### config.mk
export PLATFORM = sky130hd
export DESIGN_NAME = afd_fifo
export DESIGN_NICKNAME = d
export VERILOG_FILES = /design/src/afd_pkg.sv /design/src/afd_fifo.sv
export VERILOG_INCLUDE_DIRS = /design/src
export SDC_FILE = /design/constraint.sdc
export NUM_CORES = 2
export LEC_CHECK = 0
export ABC_AREA = 1
export CORE_AREA = 2 2 444 446
export DETAILED_ROUTE_END_ITERATION = 10
export DIE_AREA = 0 0 446 448
export DONT_BUFFER_PORTS = 1
export SYNTH_ARGS = -nofsm -noshare
export SYNTH_HDL_FRONTEND = slang
export SYNTH_SLANG_ARGS = --single-unit
### constraint.sdc
create_clock -name CLK_I -period 4.7 [get_ports CLK_I]
set_input_delay 0.94 -clock CLK_I [delete_from_list [all_inputs] [get_ports CLK_I]]
set_output_delay 0.94 -clock CLK_I [all_outputs]
set_load 0.01 [all_outputs]
### src/afd_cfg.svh
// Constants of the acceleration output data buffer: offsets, fields, resets.
// Assumes inclusion by bare name; holds definitions only.
`ifndef AFD_CFG_SVH
`define AFD_CFG_SVH

// ------------------------------------------------------------------
// Register offsets
// ------------------------------------------------------------------
`define AFD_OFS_INT_ENABLE   8'h2E
`define AFD_OFS_INT_MAP      8'h2F
`define AFD_OFS_INT_SOURCE   8'h30
`define AFD_OFS_DATA_FORMAT  8'h31
`define AFD_OFS_X_LOW        8'h32
`define AFD_OFS_X_HIGH       8'h33
`define AFD_OFS_Y_LOW        8'h34
`define AFD_OFS_Y_HIGH       8'h35
`define AFD_OFS_Z_LOW        8'h36
`define AFD_OFS_Z_HIGH       8'h37
`define AFD_OFS_BUF_CTL      8'h38
`define AFD_OFS_BUF_STATUS   8'h39

// ------------------------------------------------------------------
// Field positions
// ------------------------------------------------------------------
`define AFD_CTL_MODE_HI      7
`define AFD_CTL_MODE_LO      6
`define AFD_CTL_TRIG_SEL     5
`define AFD_CTL_COUNT_HI     4
`define AFD_CTL_COUNT_LO     0
`define AFD_STS_TRIG         7
`define AFD_SRC_READY        7
`define AFD_SRC_WMARK        1
`define AFD_SRC_OVERRUN      0
`define AFD_FMT_FULL_RES     3
`define AFD_FMT_JUSTIFY      2
`define AFD_FMT_RANGE_HI     1
`define AFD_FMT_RANGE_LO     0

// ------------------------------------------------------------------
// Reset values and sizes
// ------------------------------------------------------------------
`define AFD_RST_CTL          8'h00
`define AFD_RST_FORMAT       8'h00
`define AFD_RST_INT_ENABLE   8'h00
`define AFD_RST_INT_MAP      8'h00
`define AFD_DEPTH            32
`define AFD_BASE_BITS        10

`endif

### src/afd_pkg.sv
// Types of the acceleration output data buffer.
// Assumes afd_cfg.svh is compiled alongside.
package afd_pkg;

  // ------------------------------------------------------------------
  // Buffer modes
  // ------------------------------------------------------------------
  typedef enum logic [1:0] {
    AFD_MODE_BYPASS = 2'h0,
    AFD_MODE_FILL   = 2'h1,
    AFD_MODE_STREAM = 2'h2,
    AFD_MODE_TRIG   = 2'h3
  } afd_mode_e;

  typedef logic [47:0] afd_sample_t;

endpackage : afd_pkg

### src/afd_fifo.sv
// Acceleration output data buffer: result registers, 32-entry store, status.
// Assumes a same-clock measurement core and a same-clock register master.
//
// Our own choice: strobed register access.
`timescale 1ns/1ps
`include "afd_cfg.svh"

module afd_fifo
  import afd_pkg::*;
#(
  parameter int DEPTH = `AFD_DEPTH
) (
  input  wire logic        CLK_I,
  input  wire logic        RST_B_I,
  input  wire logic        SAMPLE_VALID_I,
  input  wire logic [15:0] SAMPLE_X_I,
  input  wire logic [15:0] SAMPLE_Y_I,
  input  wire logic [15:0] SAMPLE_Z_I,
  input  wire logic [7:0]  ADDR_I,
  input  wire logic [7:0]  WDATA_I,
  input  wire logic        WR_I,
  input  wire logic        RD_I,
  output logic      [7:0]  RDATA_O,
  output logic             IRQ_OUT_A_O,
  output logic             IRQ_OUT_B_O
);

  // ------------------------------------------------------------------
  // Elaboration check
  // ------------------------------------------------------------------
  if (DEPTH != 32) begin : g_depth_check
    $error("afd_fifo: DEPTH must be 32 to match the 5-bit count field");
  end

  localparam logic [5:0] DEPTH_C = 6'(DEPTH);

  // ------------------------------------------------------------------
  // Reset release
  // ------------------------------------------------------------------
  logic rst_sync_q1;
  logic rst_sync_q2;

  always_ff @(posedge CLK_I or negedge RST_B_I) begin
    if (!RST_B_I) begin
      rst_sync_q1 <= 1'b0;
      rst_sync_q2 <= 1'b0;
    end else begin
      rst_sync_q1 <= 1'b1;
      rst_sync_q2 <= rst_sync_q1;
    end
  end

  // ------------------------------------------------------------------
  // State
  // ------------------------------------------------------------------
  typedef struct packed {
    logic [7:0]  ctl;
    logic [7:0]  fmt;
    logic [7:0]  ien;
    logic [7:0]  imap;
    logic        ovr;
    logic        trig;
    logic        out_valid;
    afd_sample_t out;
    logic [4:0]  rd;
    logic [4:0]  wr;
    logic [5:0]  cnt;
    logic        burst;
    logic [7:0]  rdata;
    logic        irq_a;
    logic        irq_b;
  } afd_state_s;

  afd_state_s  q;
  afd_state_s  d;
  afd_sample_t mem [DEPTH];
  logic        mem_we;
  logic [4:0]  mem_widx;
  afd_sample_t sample;

  assign sample = {SAMPLE_Z_I, SAMPLE_Y_I, SAMPLE_X_I};

  // ------------------------------------------------------------------
  // Presentation of one axis word
  // ------------------------------------------------------------------
  function automatic logic [15:0] afd_present(input logic [15:0] raw,
                                              input logic [7:0]  fmt);
    logic [3:0] shift;
    shift = 4'(16 - `AFD_BASE_BITS);
    if (fmt[`AFD_FMT_FULL_RES]) begin
      shift = shift - {2'h0, fmt[`AFD_FMT_RANGE_HI:`AFD_FMT_RANGE_LO]};
    end
    if (fmt[`AFD_FMT_JUSTIFY]) begin
      return raw << shift;
    end
    return raw;
  endfunction : afd_present

  // ------------------------------------------------------------------
  // Presented words, one per axis
  // ------------------------------------------------------------------
  logic [15:0] shown [3];

  for (genvar g = 0; g < 3; g++) begin : g_axis
    assign shown[g] = afd_present(q.out[16*g +: 16], q.fmt);
  end

  // ------------------------------------------------------------------
  // Next state
  // ------------------------------------------------------------------
  afd_mode_e   mode;
  logic [5:0]  level;
  logic        data_rd;
  logic        pop;
  logic        trig_evt;
  logic        wmark;
  logic [7:0]  src;
  logic [15:0] word;
  logic [2:0]  axis;

  always_comb begin
    d        = q;
    mem_we   = 1'b0;
    mem_widx = q.wr;
    mode     = afd_mode_e'(q.ctl[`AFD_CTL_MODE_HI:`AFD_CTL_MODE_LO]);
    level    = {1'b0, q.ctl[`AFD_CTL_COUNT_HI:`AFD_CTL_COUNT_LO]};
    data_rd  = RD_I && ADDR_I >= `AFD_OFS_X_LOW
                    && ADDR_I <= `AFD_OFS_Z_HIGH;
    pop      = q.burst && !data_rd;
    d.burst  = data_rd;
    trig_evt = q.ctl[`AFD_CTL_TRIG_SEL] ? q.irq_b : q.irq_a;
    wmark    = 1'b0;
    src      = 8'h00;
    word     = 16'h0000;
    axis     = 3'h0;

    // Register writes
    if (WR_I) begin
      case (ADDR_I)
        `AFD_OFS_INT_ENABLE: begin
          d.ien = WDATA_I;
        end
        `AFD_OFS_INT_MAP: begin
          d.imap = WDATA_I;
        end
        `AFD_OFS_DATA_FORMAT: begin
          d.fmt = WDATA_I;
        end
        `AFD_OFS_BUF_CTL: begin
          d.ctl  = WDATA_I;
          d.trig = 1'b0;
          if (WDATA_I[`AFD_CTL_MODE_HI:`AFD_CTL_MODE_LO] == AFD_MODE_BYPASS) begin
            d.cnt = 6'h00;
            d.rd  = q.wr;
          end
        end
        default: begin
        end
      endcase
    end

    // Pop one level after a result burst
    if (pop) begin
      d.ovr = 1'b0;
      if (d.cnt != 6'h00) begin
        d.out = mem[d.rd];
        d.rd  = d.rd + 5'h01;
        d.cnt = d.cnt - 6'h01;
      end else begin
        d.out_valid = 1'b0;
      end
    end

    // First trigger only
    if (mode == AFD_MODE_TRIG && trig_evt && !q.trig) begin
      d.trig = 1'b1;
    end

    // Sample intake
    if (SAMPLE_VALID_I) begin
      if (!d.out_valid) begin
        d.out       = sample;
        d.out_valid = 1'b1;
      end else begin
        case (mode)
          AFD_MODE_BYPASS: begin
            d.out = sample;
            d.ovr = 1'b1;
          end
          AFD_MODE_FILL: begin
            if (d.cnt == DEPTH_C) begin
              d.ovr = 1'b1;
            end else begin
              mem_we = 1'b1;
            end
          end
          AFD_MODE_STREAM: begin
            if (d.cnt == DEPTH_C) begin
              d.rd  = d.rd + 5'h01;
              d.cnt = d.cnt - 6'h01;
              d.ovr = 1'b1;
            end
            mem_we = 1'b1;
          end
          AFD_MODE_TRIG: begin
            if (!d.trig) begin
              if (d.cnt != 6'h00 && d.cnt >= level) begin
                d.rd  = d.rd + 5'h01;
                d.cnt = d.cnt - 6'h01;
              end
              mem_we = 1'b1;
            end else if (d.cnt == DEPTH_C) begin
              d.ovr = 1'b1;
            end else begin
              mem_we = 1'b1;
            end
          end
          default: begin
          end
        endcase
      end
    end

    if (mem_we) begin
      mem_widx = d.wr;
      d.wr     = d.wr + 5'h01;
      d.cnt    = d.cnt + 6'h01;
    end

    // Interrupt sources
    if (level == 6'h00) begin
      wmark = 1'b1;
    end else if (mode == AFD_MODE_FILL || mode == AFD_MODE_STREAM) begin
      wmark = d.cnt >= level;
    end
    src[`AFD_SRC_READY]   = d.out_valid;
    src[`AFD_SRC_WMARK]   = wmark;
    src[`AFD_SRC_OVERRUN] = d.ovr;
    d.irq_a = |(src & d.ien & ~d.imap);
    d.irq_b = |(src & d.ien & d.imap);

    // Read data, stands one cycle
    d.rdata = 8'h00;
    if (RD_I) begin
      case (ADDR_I)
        `AFD_OFS_INT_ENABLE: begin
          d.rdata = q.ien;
        end
        `AFD_OFS_INT_MAP: begin
          d.rdata = q.imap;
        end
        `AFD_OFS_INT_SOURCE: begin
          d.rdata = {q.out_valid, 5'h00,
                     (level == 6'h00) ||
                     ((mode == AFD_MODE_FILL || mode == AFD_MODE_STREAM)
                      && q.cnt >= level),
                     q.ovr};
        end
        `AFD_OFS_DATA_FORMAT: begin
          d.rdata = q.fmt;
        end
        `AFD_OFS_BUF_CTL: begin
          d.rdata = q.ctl;
        end
        `AFD_OFS_BUF_STATUS: begin
          d.rdata = {q.trig, 1'b0, q.cnt};
        end
        default: begin
          if (data_rd) begin
            axis = 3'(ADDR_I - `AFD_OFS_X_LOW);
            case (axis[2:1])
              2'h0:    word = shown[0];
              2'h1:    word = shown[1];
              default: word = shown[2];
            endcase
            d.rdata = axis[0] ? word[15:8] : word[7:0];
          end
        end
      endcase
    end
  end

  // ------------------------------------------------------------------
  // Registers
  // ------------------------------------------------------------------
  always_ff @(posedge CLK_I or negedge rst_sync_q2) begin
    if (!rst_sync_q2) begin
      q      <= '0;
      q.ctl  <= `AFD_RST_CTL;
      q.fmt  <= `AFD_RST_FORMAT;
      q.ien  <= `AFD_RST_INT_ENABLE;
      q.imap <= `AFD_RST_INT_MAP;
    end else begin
      q <= d;
    end
  end

  // Sample store, no reset needed
  always_ff @(posedge CLK_I) begin
    if (mem_we) begin
      mem[mem_widx] <= sample;
    end
  end

  assign RDATA_O     = q.rdata;
  assign IRQ_OUT_A_O = q.irq_a;
  assign IRQ_OUT_B_O = q.irq_b;

endmodule : afd_fifo

# Yosys cells after proc, flatten, opt, wreduce, memory -nomap -nowiden
# Memory sizes are Yosys's and may differ from the RTL's.
# Cells that the tools add are included.
# Widths: inputs -> output; s select.
# op_classes
add_sub_neg,8
n_lt_le_gt_ge,5
n_eq_ne,11
shifts,3
mux,61
n_bitwise,4
n_reduce_logical,22
# op_table
op,count
$mux 16,7
$mux 54,2
$mux 48,2
$mux 6,11
$mux 53,1
$eq 8x6->1 const B,6
$pmux 8 s6,1
$shl 16x4->16,3
$mux 8,5
$mux 5,7
$pmux 16 s2,1
$and 8x8->8,3
$mux 1,19
$ge 6x5->1,3
$reduce_or 8->1,2
$add 5x1->5 const B,3
$pmux 6 s2,1
$reduce_bool 6->1,2
$sub 6x1->6 const B,2
$pmux 5 s2,1
$ge 8x6->1 const B,1
$le 8x6->1 const B,1
$not 8->8,1
$logic_and 1x1->1,7
14 further kinds,22
# totals
ff_bits,112
mem_bits_rw,1536
input_bits,69
output_inout_bits,10
wordCells,132
memories,1
# memory_table
name,words,width,rd,rd_ports_with_merged_regs,wr,line,source
mem,32,48,1,0,1,afd_fifo.sv:76,afd_sample_t mem [DEPTH];

# Longest topological paths before layout
# logic_depth
depth_word,22
depth_mapped,42
depth_no_buf,40

# Worst setup path after synthesis
# No wires, ideal clock.
# synth_timing
path_kind,input to register
from,input ADDR_I[0]
to,memory mem[31][0] (netlist name) (enable)
setup_time_ps,454
arrival_time_ps,5027
t_required_ps,4246
slack_ps,-780
cell_stages,23
n_path_buf,2
path_cell_list,buf_6 > inv_4 > nand2_4 > nor2_4 > nand3_4 > buf_6 > o21ai_2 > nand3_1 > nand2_2 > nand2_1 > nand2_2 > ha_1 > inv_1 > nor2_4 > nand2_4 > nor2_4 > nand2_1 > inv_1 > o21ai_2 > nand2_4 > nor2_1 > nand3_1 > nor2_1
# synth_between
elab_chain_len,14
word_cells_on_any_way,26
classes_between,add/sub (1); order compare (2); eq/ne (2); mux (16); reduce/logical (5)
# synth_lines
item,line,source
from (decl),afd_fifo.sv:19,"input wire logic [7:0] ADDR_I,"
$eq 8x6->1 or $ge 8x6->1 (tied branches),n/a,
$mux 6 or $logic_and 1x1->1 (tied branches) (2 in a row),n/a,
$sub 6x1->6 (tied with other cells),afd_fifo.sv:168,d.cnt = d.cnt - 6'h01;
$mux 6 or $logic_and 1x1->1 (tied branches),"afd_fifo.sv:165, afd_fifo.sv:129",
$mux 6,afd_fifo.sv:163,if (pop) begin
$eq 6x6->1,"afd_fifo.sv:191, afd_fifo.sv:212",
$mux 1,"afd_fifo.sv:191, afd_fifo.sv:212",
$mux 1,afd_fifo.sv:206,if (!d.trig) begin
$pmux 1 s3,afd_fifo.sv:185,case (mode)
$mux 1 *,afd_fifo.sv:181,if (!d.out_valid) begin
$mux 1 *,afd_fifo.sv:180,if (SAMPLE_VALID_I) begin
$mux 1 *,afd_fifo.sv:300,if (mem_we) begin
$mux 1 (not written as such) *,afd_fifo.sv:301,mem[mem_widx] <= sample;
to (decl),afd_fifo.sv:76,
# Every way passes the cells marked *; elsewhere a longest branch is shown, timed or not.

==> impl_metrics.tcl <==
set metrics [dict create \
    finalHoldViolCount 0 \
    hold_class "input pin to flip-flop" \
    synth_top_cell_by_area "edfxtp_1" \
    totalWireLength_microns 201000 \
    grt_pass1_vias 44100 \
    hpwl_microns 108000 \
    die_x_microns 446 \
    crit_slowest_cell "ha_1" \
    fillerInstances 18000 \
    yosys_warnings 0 \
    synth_cells 5386 \
    core_sq_um 195000 \
    post-route-min-period_ns 4.29 \
    synthesis.area_sq_um 67800 \
    rsz0062_at_grt "no" \
    powerDensity_nw_per_um2 490 \
    worst_path_most_repeated_cell "nand2_1" \
    cts_buffers 171 \
    ys_ff_latch 1648 \
    syn_avg_cell_area_sq_um 12.6 \
    final_cell_mix "1536 x edfxtp_1, 910 x o21ai_0, 864 x nor2_1" \
    ff_latch_area_sq_um 48900 \
    multiInputGateArea_sq_um 17100 \
    synth_area_leaders "edfxtp_1 68%, o21ai_0 6.7%, o221ai_1 5.0%" \
    grt_first_pass_wirelength_microns 296000 \
    port_buffers 0 \
    crit_type "input pin to flip-flop" \
    die_h_microns 448 \
    crit_path_max_incr_delay_ns 0.26 \
    dr.pass1.iters 5 \
    synth_ff_type "edfxtp_1" \
    vdd_drop_max_mv 0.574 \
    post-place-ws_ns -0.540 \
    start_util_pct 34.9 \
    worstMarginPinSlew_ns 1.07 \
    setup_viol 0 \
    cts.sinks 1648 \
    die_area_sq_um 200000 \
    nets 5447 \
    async_flop_share_pct 6.80 \
    grt_start_max_net_pins 167 \
    antenna_cells 0 \
    crit_fanout 7 \
    p_leak_nw 25.2 \
    clk_transition_reported_paths_ns 0.06 \
    syn_nets 5485 \
    max_freq_mhz 233 \
    final_common_cell "edfxtp_1" \
    cp-start-kind "input pin" \
    finalWorstSetupSlack_ns 0.412 \
    drv_cap 0 \
    cts-root-buf "clkbuf_16" \
    end_kind "flip-flop" \
    final-max-slew-violation-count 0 \
    htree_levels 4 \
    utilization_pct 40.0 \
    worstSkewPairLatency_ns 0.83 \
    ctsLongestPathBuffers 3 \
    place_congestion 0.847 \
    worstPathRequired_ns 5.42 \
    syn_to_final_growth_pct 14.7 \
    io_pins 79 \
    seq_area_frac_synth_pct 72.1 \
    drive_gt1_share_pct 9.73 \
    drt-initial-drc-count 5205 \
    wl_per_cell_microns 25.0 \
    ant_nets 0 \
    synth_top_area_share_pct 68.0 \
    fin_skew_ns 0.0606 \
    grt_usage_pct 19.8 \
    cp.arrival_ns 5.01 \
    route.detailed.drc 0 \
    antenna_found_initial 2 \
    synth_edf_count 1536 \
    finalCritPeriodShare_pct 91.2 \
    gr-total-overflow 0 \
    num_vias 46200 \
    ys_types 65 \
    slew-limit-headroom_pct 28.8 \
    cts_tree "done" \
    rows 162 \
    via_per_inst 5.75 \
    status "finished, final reports clean" \
]
[final timing paths]
kind	depth (start not counted)	to	startpoint	slack, ns
min reg2reg	0	rst_sync_q2$_DFF_PN0_	rst_sync_q1$_DFF_PN0_	0.38
max in group asynchronous	1	q[31]$_DFF_PN0_	rst_sync_q2$_DFF_PN0_	3.26
max reg2reg	32	IRQ_OUT_A_O$_DFF_PN0_	q[11]$_DFF_PN0_	0.42
max	36	IRQ_OUT_A_O$_DFF_PN0_	ADDR_I[2]	0.41
min in group asynchronous	1	rst_sync_q1$_DFF_PN0_	RST_B_I	0.33
min	0	mem[14][46]$_DFFE_PP_	SAMPLE_Z_I[14]	0.21
[per-layer routing]
layer	GRT usage, %	wire length [microns]	up-vias	part of all wire, %
li1	-	-	20200	-
met1	27.5	85400	23500	42
met2	31.4	92800	2150	46
met3	4.06	17900	295	8.9
met4	5.53	4900	0	2.4
met5	0	0	-	0
[power by group]
group          internal, mW  switching [mW]
clock                  7.55            5.72
combinational          2.47            6.04
sequential             16.1           0.192
[synthesized netlist by cell type (6+ instances only)]
master and number:
nand3_1 373, clkbuf_1 335, edfxtp_1 1536, buf_2 19, a221oi_1 12, a31oi_1 55, o21ai_0 911, o21a_1 6
inv_1 132, dfrtp_1 112, ha_1 30, nand2_1 303, nor2_4 8, o31ai_1 6, nor3_1 13, nor2_1 897
inv_2 10, nand2_2 11, o221ai_1 389, o22ai_1 12, o211ai_1 17, xor2_1 8, buf_4 10, a21oi_1 45
buf_1 33, nand2_4 7, nand4_1 9
[state kept, by name (all words and copies together), names as in the netlist, 2 cells and up, named ones only]
signal and flops:
q 83, mem 1536, mode 2, mem_widx 5, RDATA_O 8, level 5
[layout make-up]
cell class              instances  area share [%]
well taps                    2542            4.09
multi-input cells            3188            21.9
flip-flops and latches       1648            62.9
clock buffers                 248            6.15
clock inverters                65           0.923
repair buffers                189            3.23
inverters                     150           0.770
[stage by stage]
stage / setup TNS (ns) / hold slack (ns) / instances / total power, mW / area [sq um]
4_1_cts: 0 / 0.157 / 8028 / 38.2 / 77800
5_1_grt: 0 / 0.175 / 8030 / 39.7 / 77800
2_1_floorplan: -821.46 / 0.331 / 5386 / 22.2 / 67900
3_5_place_dp: -1.08 / 0.336 / 7714 / 25.0 / 72300
3_3_place_gp: -1.08 / 0.345 / 7714 / 24.9 / 72300
6_report: 0 / 0.208 / 8030 / 38.1 / 77800
[cell families (layout without fill, tap and decap cells)]
| kind of cell | Yosys count | in the layout | share of synthesized area (%) |
|---|---|---|---|
| multiplexers | 2 | 2 | 0.0295 |
| flip-flops | 1648 | 1648 | 72.1 |
| AND/OR/NAND/NOR | 1643 | 1643 | 10.2 |
| other | 1 | 1 | 0.00553 |
| AO/OA/AOI/OAI | 1503 | 1503 | 13.8 |
| adder cells (fa/ha/maj) | 30 | 30 | 0.553 |
| XOR/XNOR | 9 | 9 | 0.116 |
| buffers and inverters | 550 | 652 | 3.18 |
[worst max-delay path, delay by kind of cell]
family | cells | cell delay, ns
AND/OR/NAND/NOR | 21 | 1.78
AO/OA/AOI/OAI | 10 | 1.35
adder cells (fa/ha/maj) | 3 | 0.78
buffers and inverters | 2 | 0.12
[repair_timing]
action / in CTS / in global routing
setup endpoints to repair: 0 / 2
resized for setup: 0 / 5
hold buffers: 1 / 0
endpoints found under the hold margin: 2 / 0
buffers inserted: 0 / 2
Note: power is estimated with default switching activity, not from simulation.
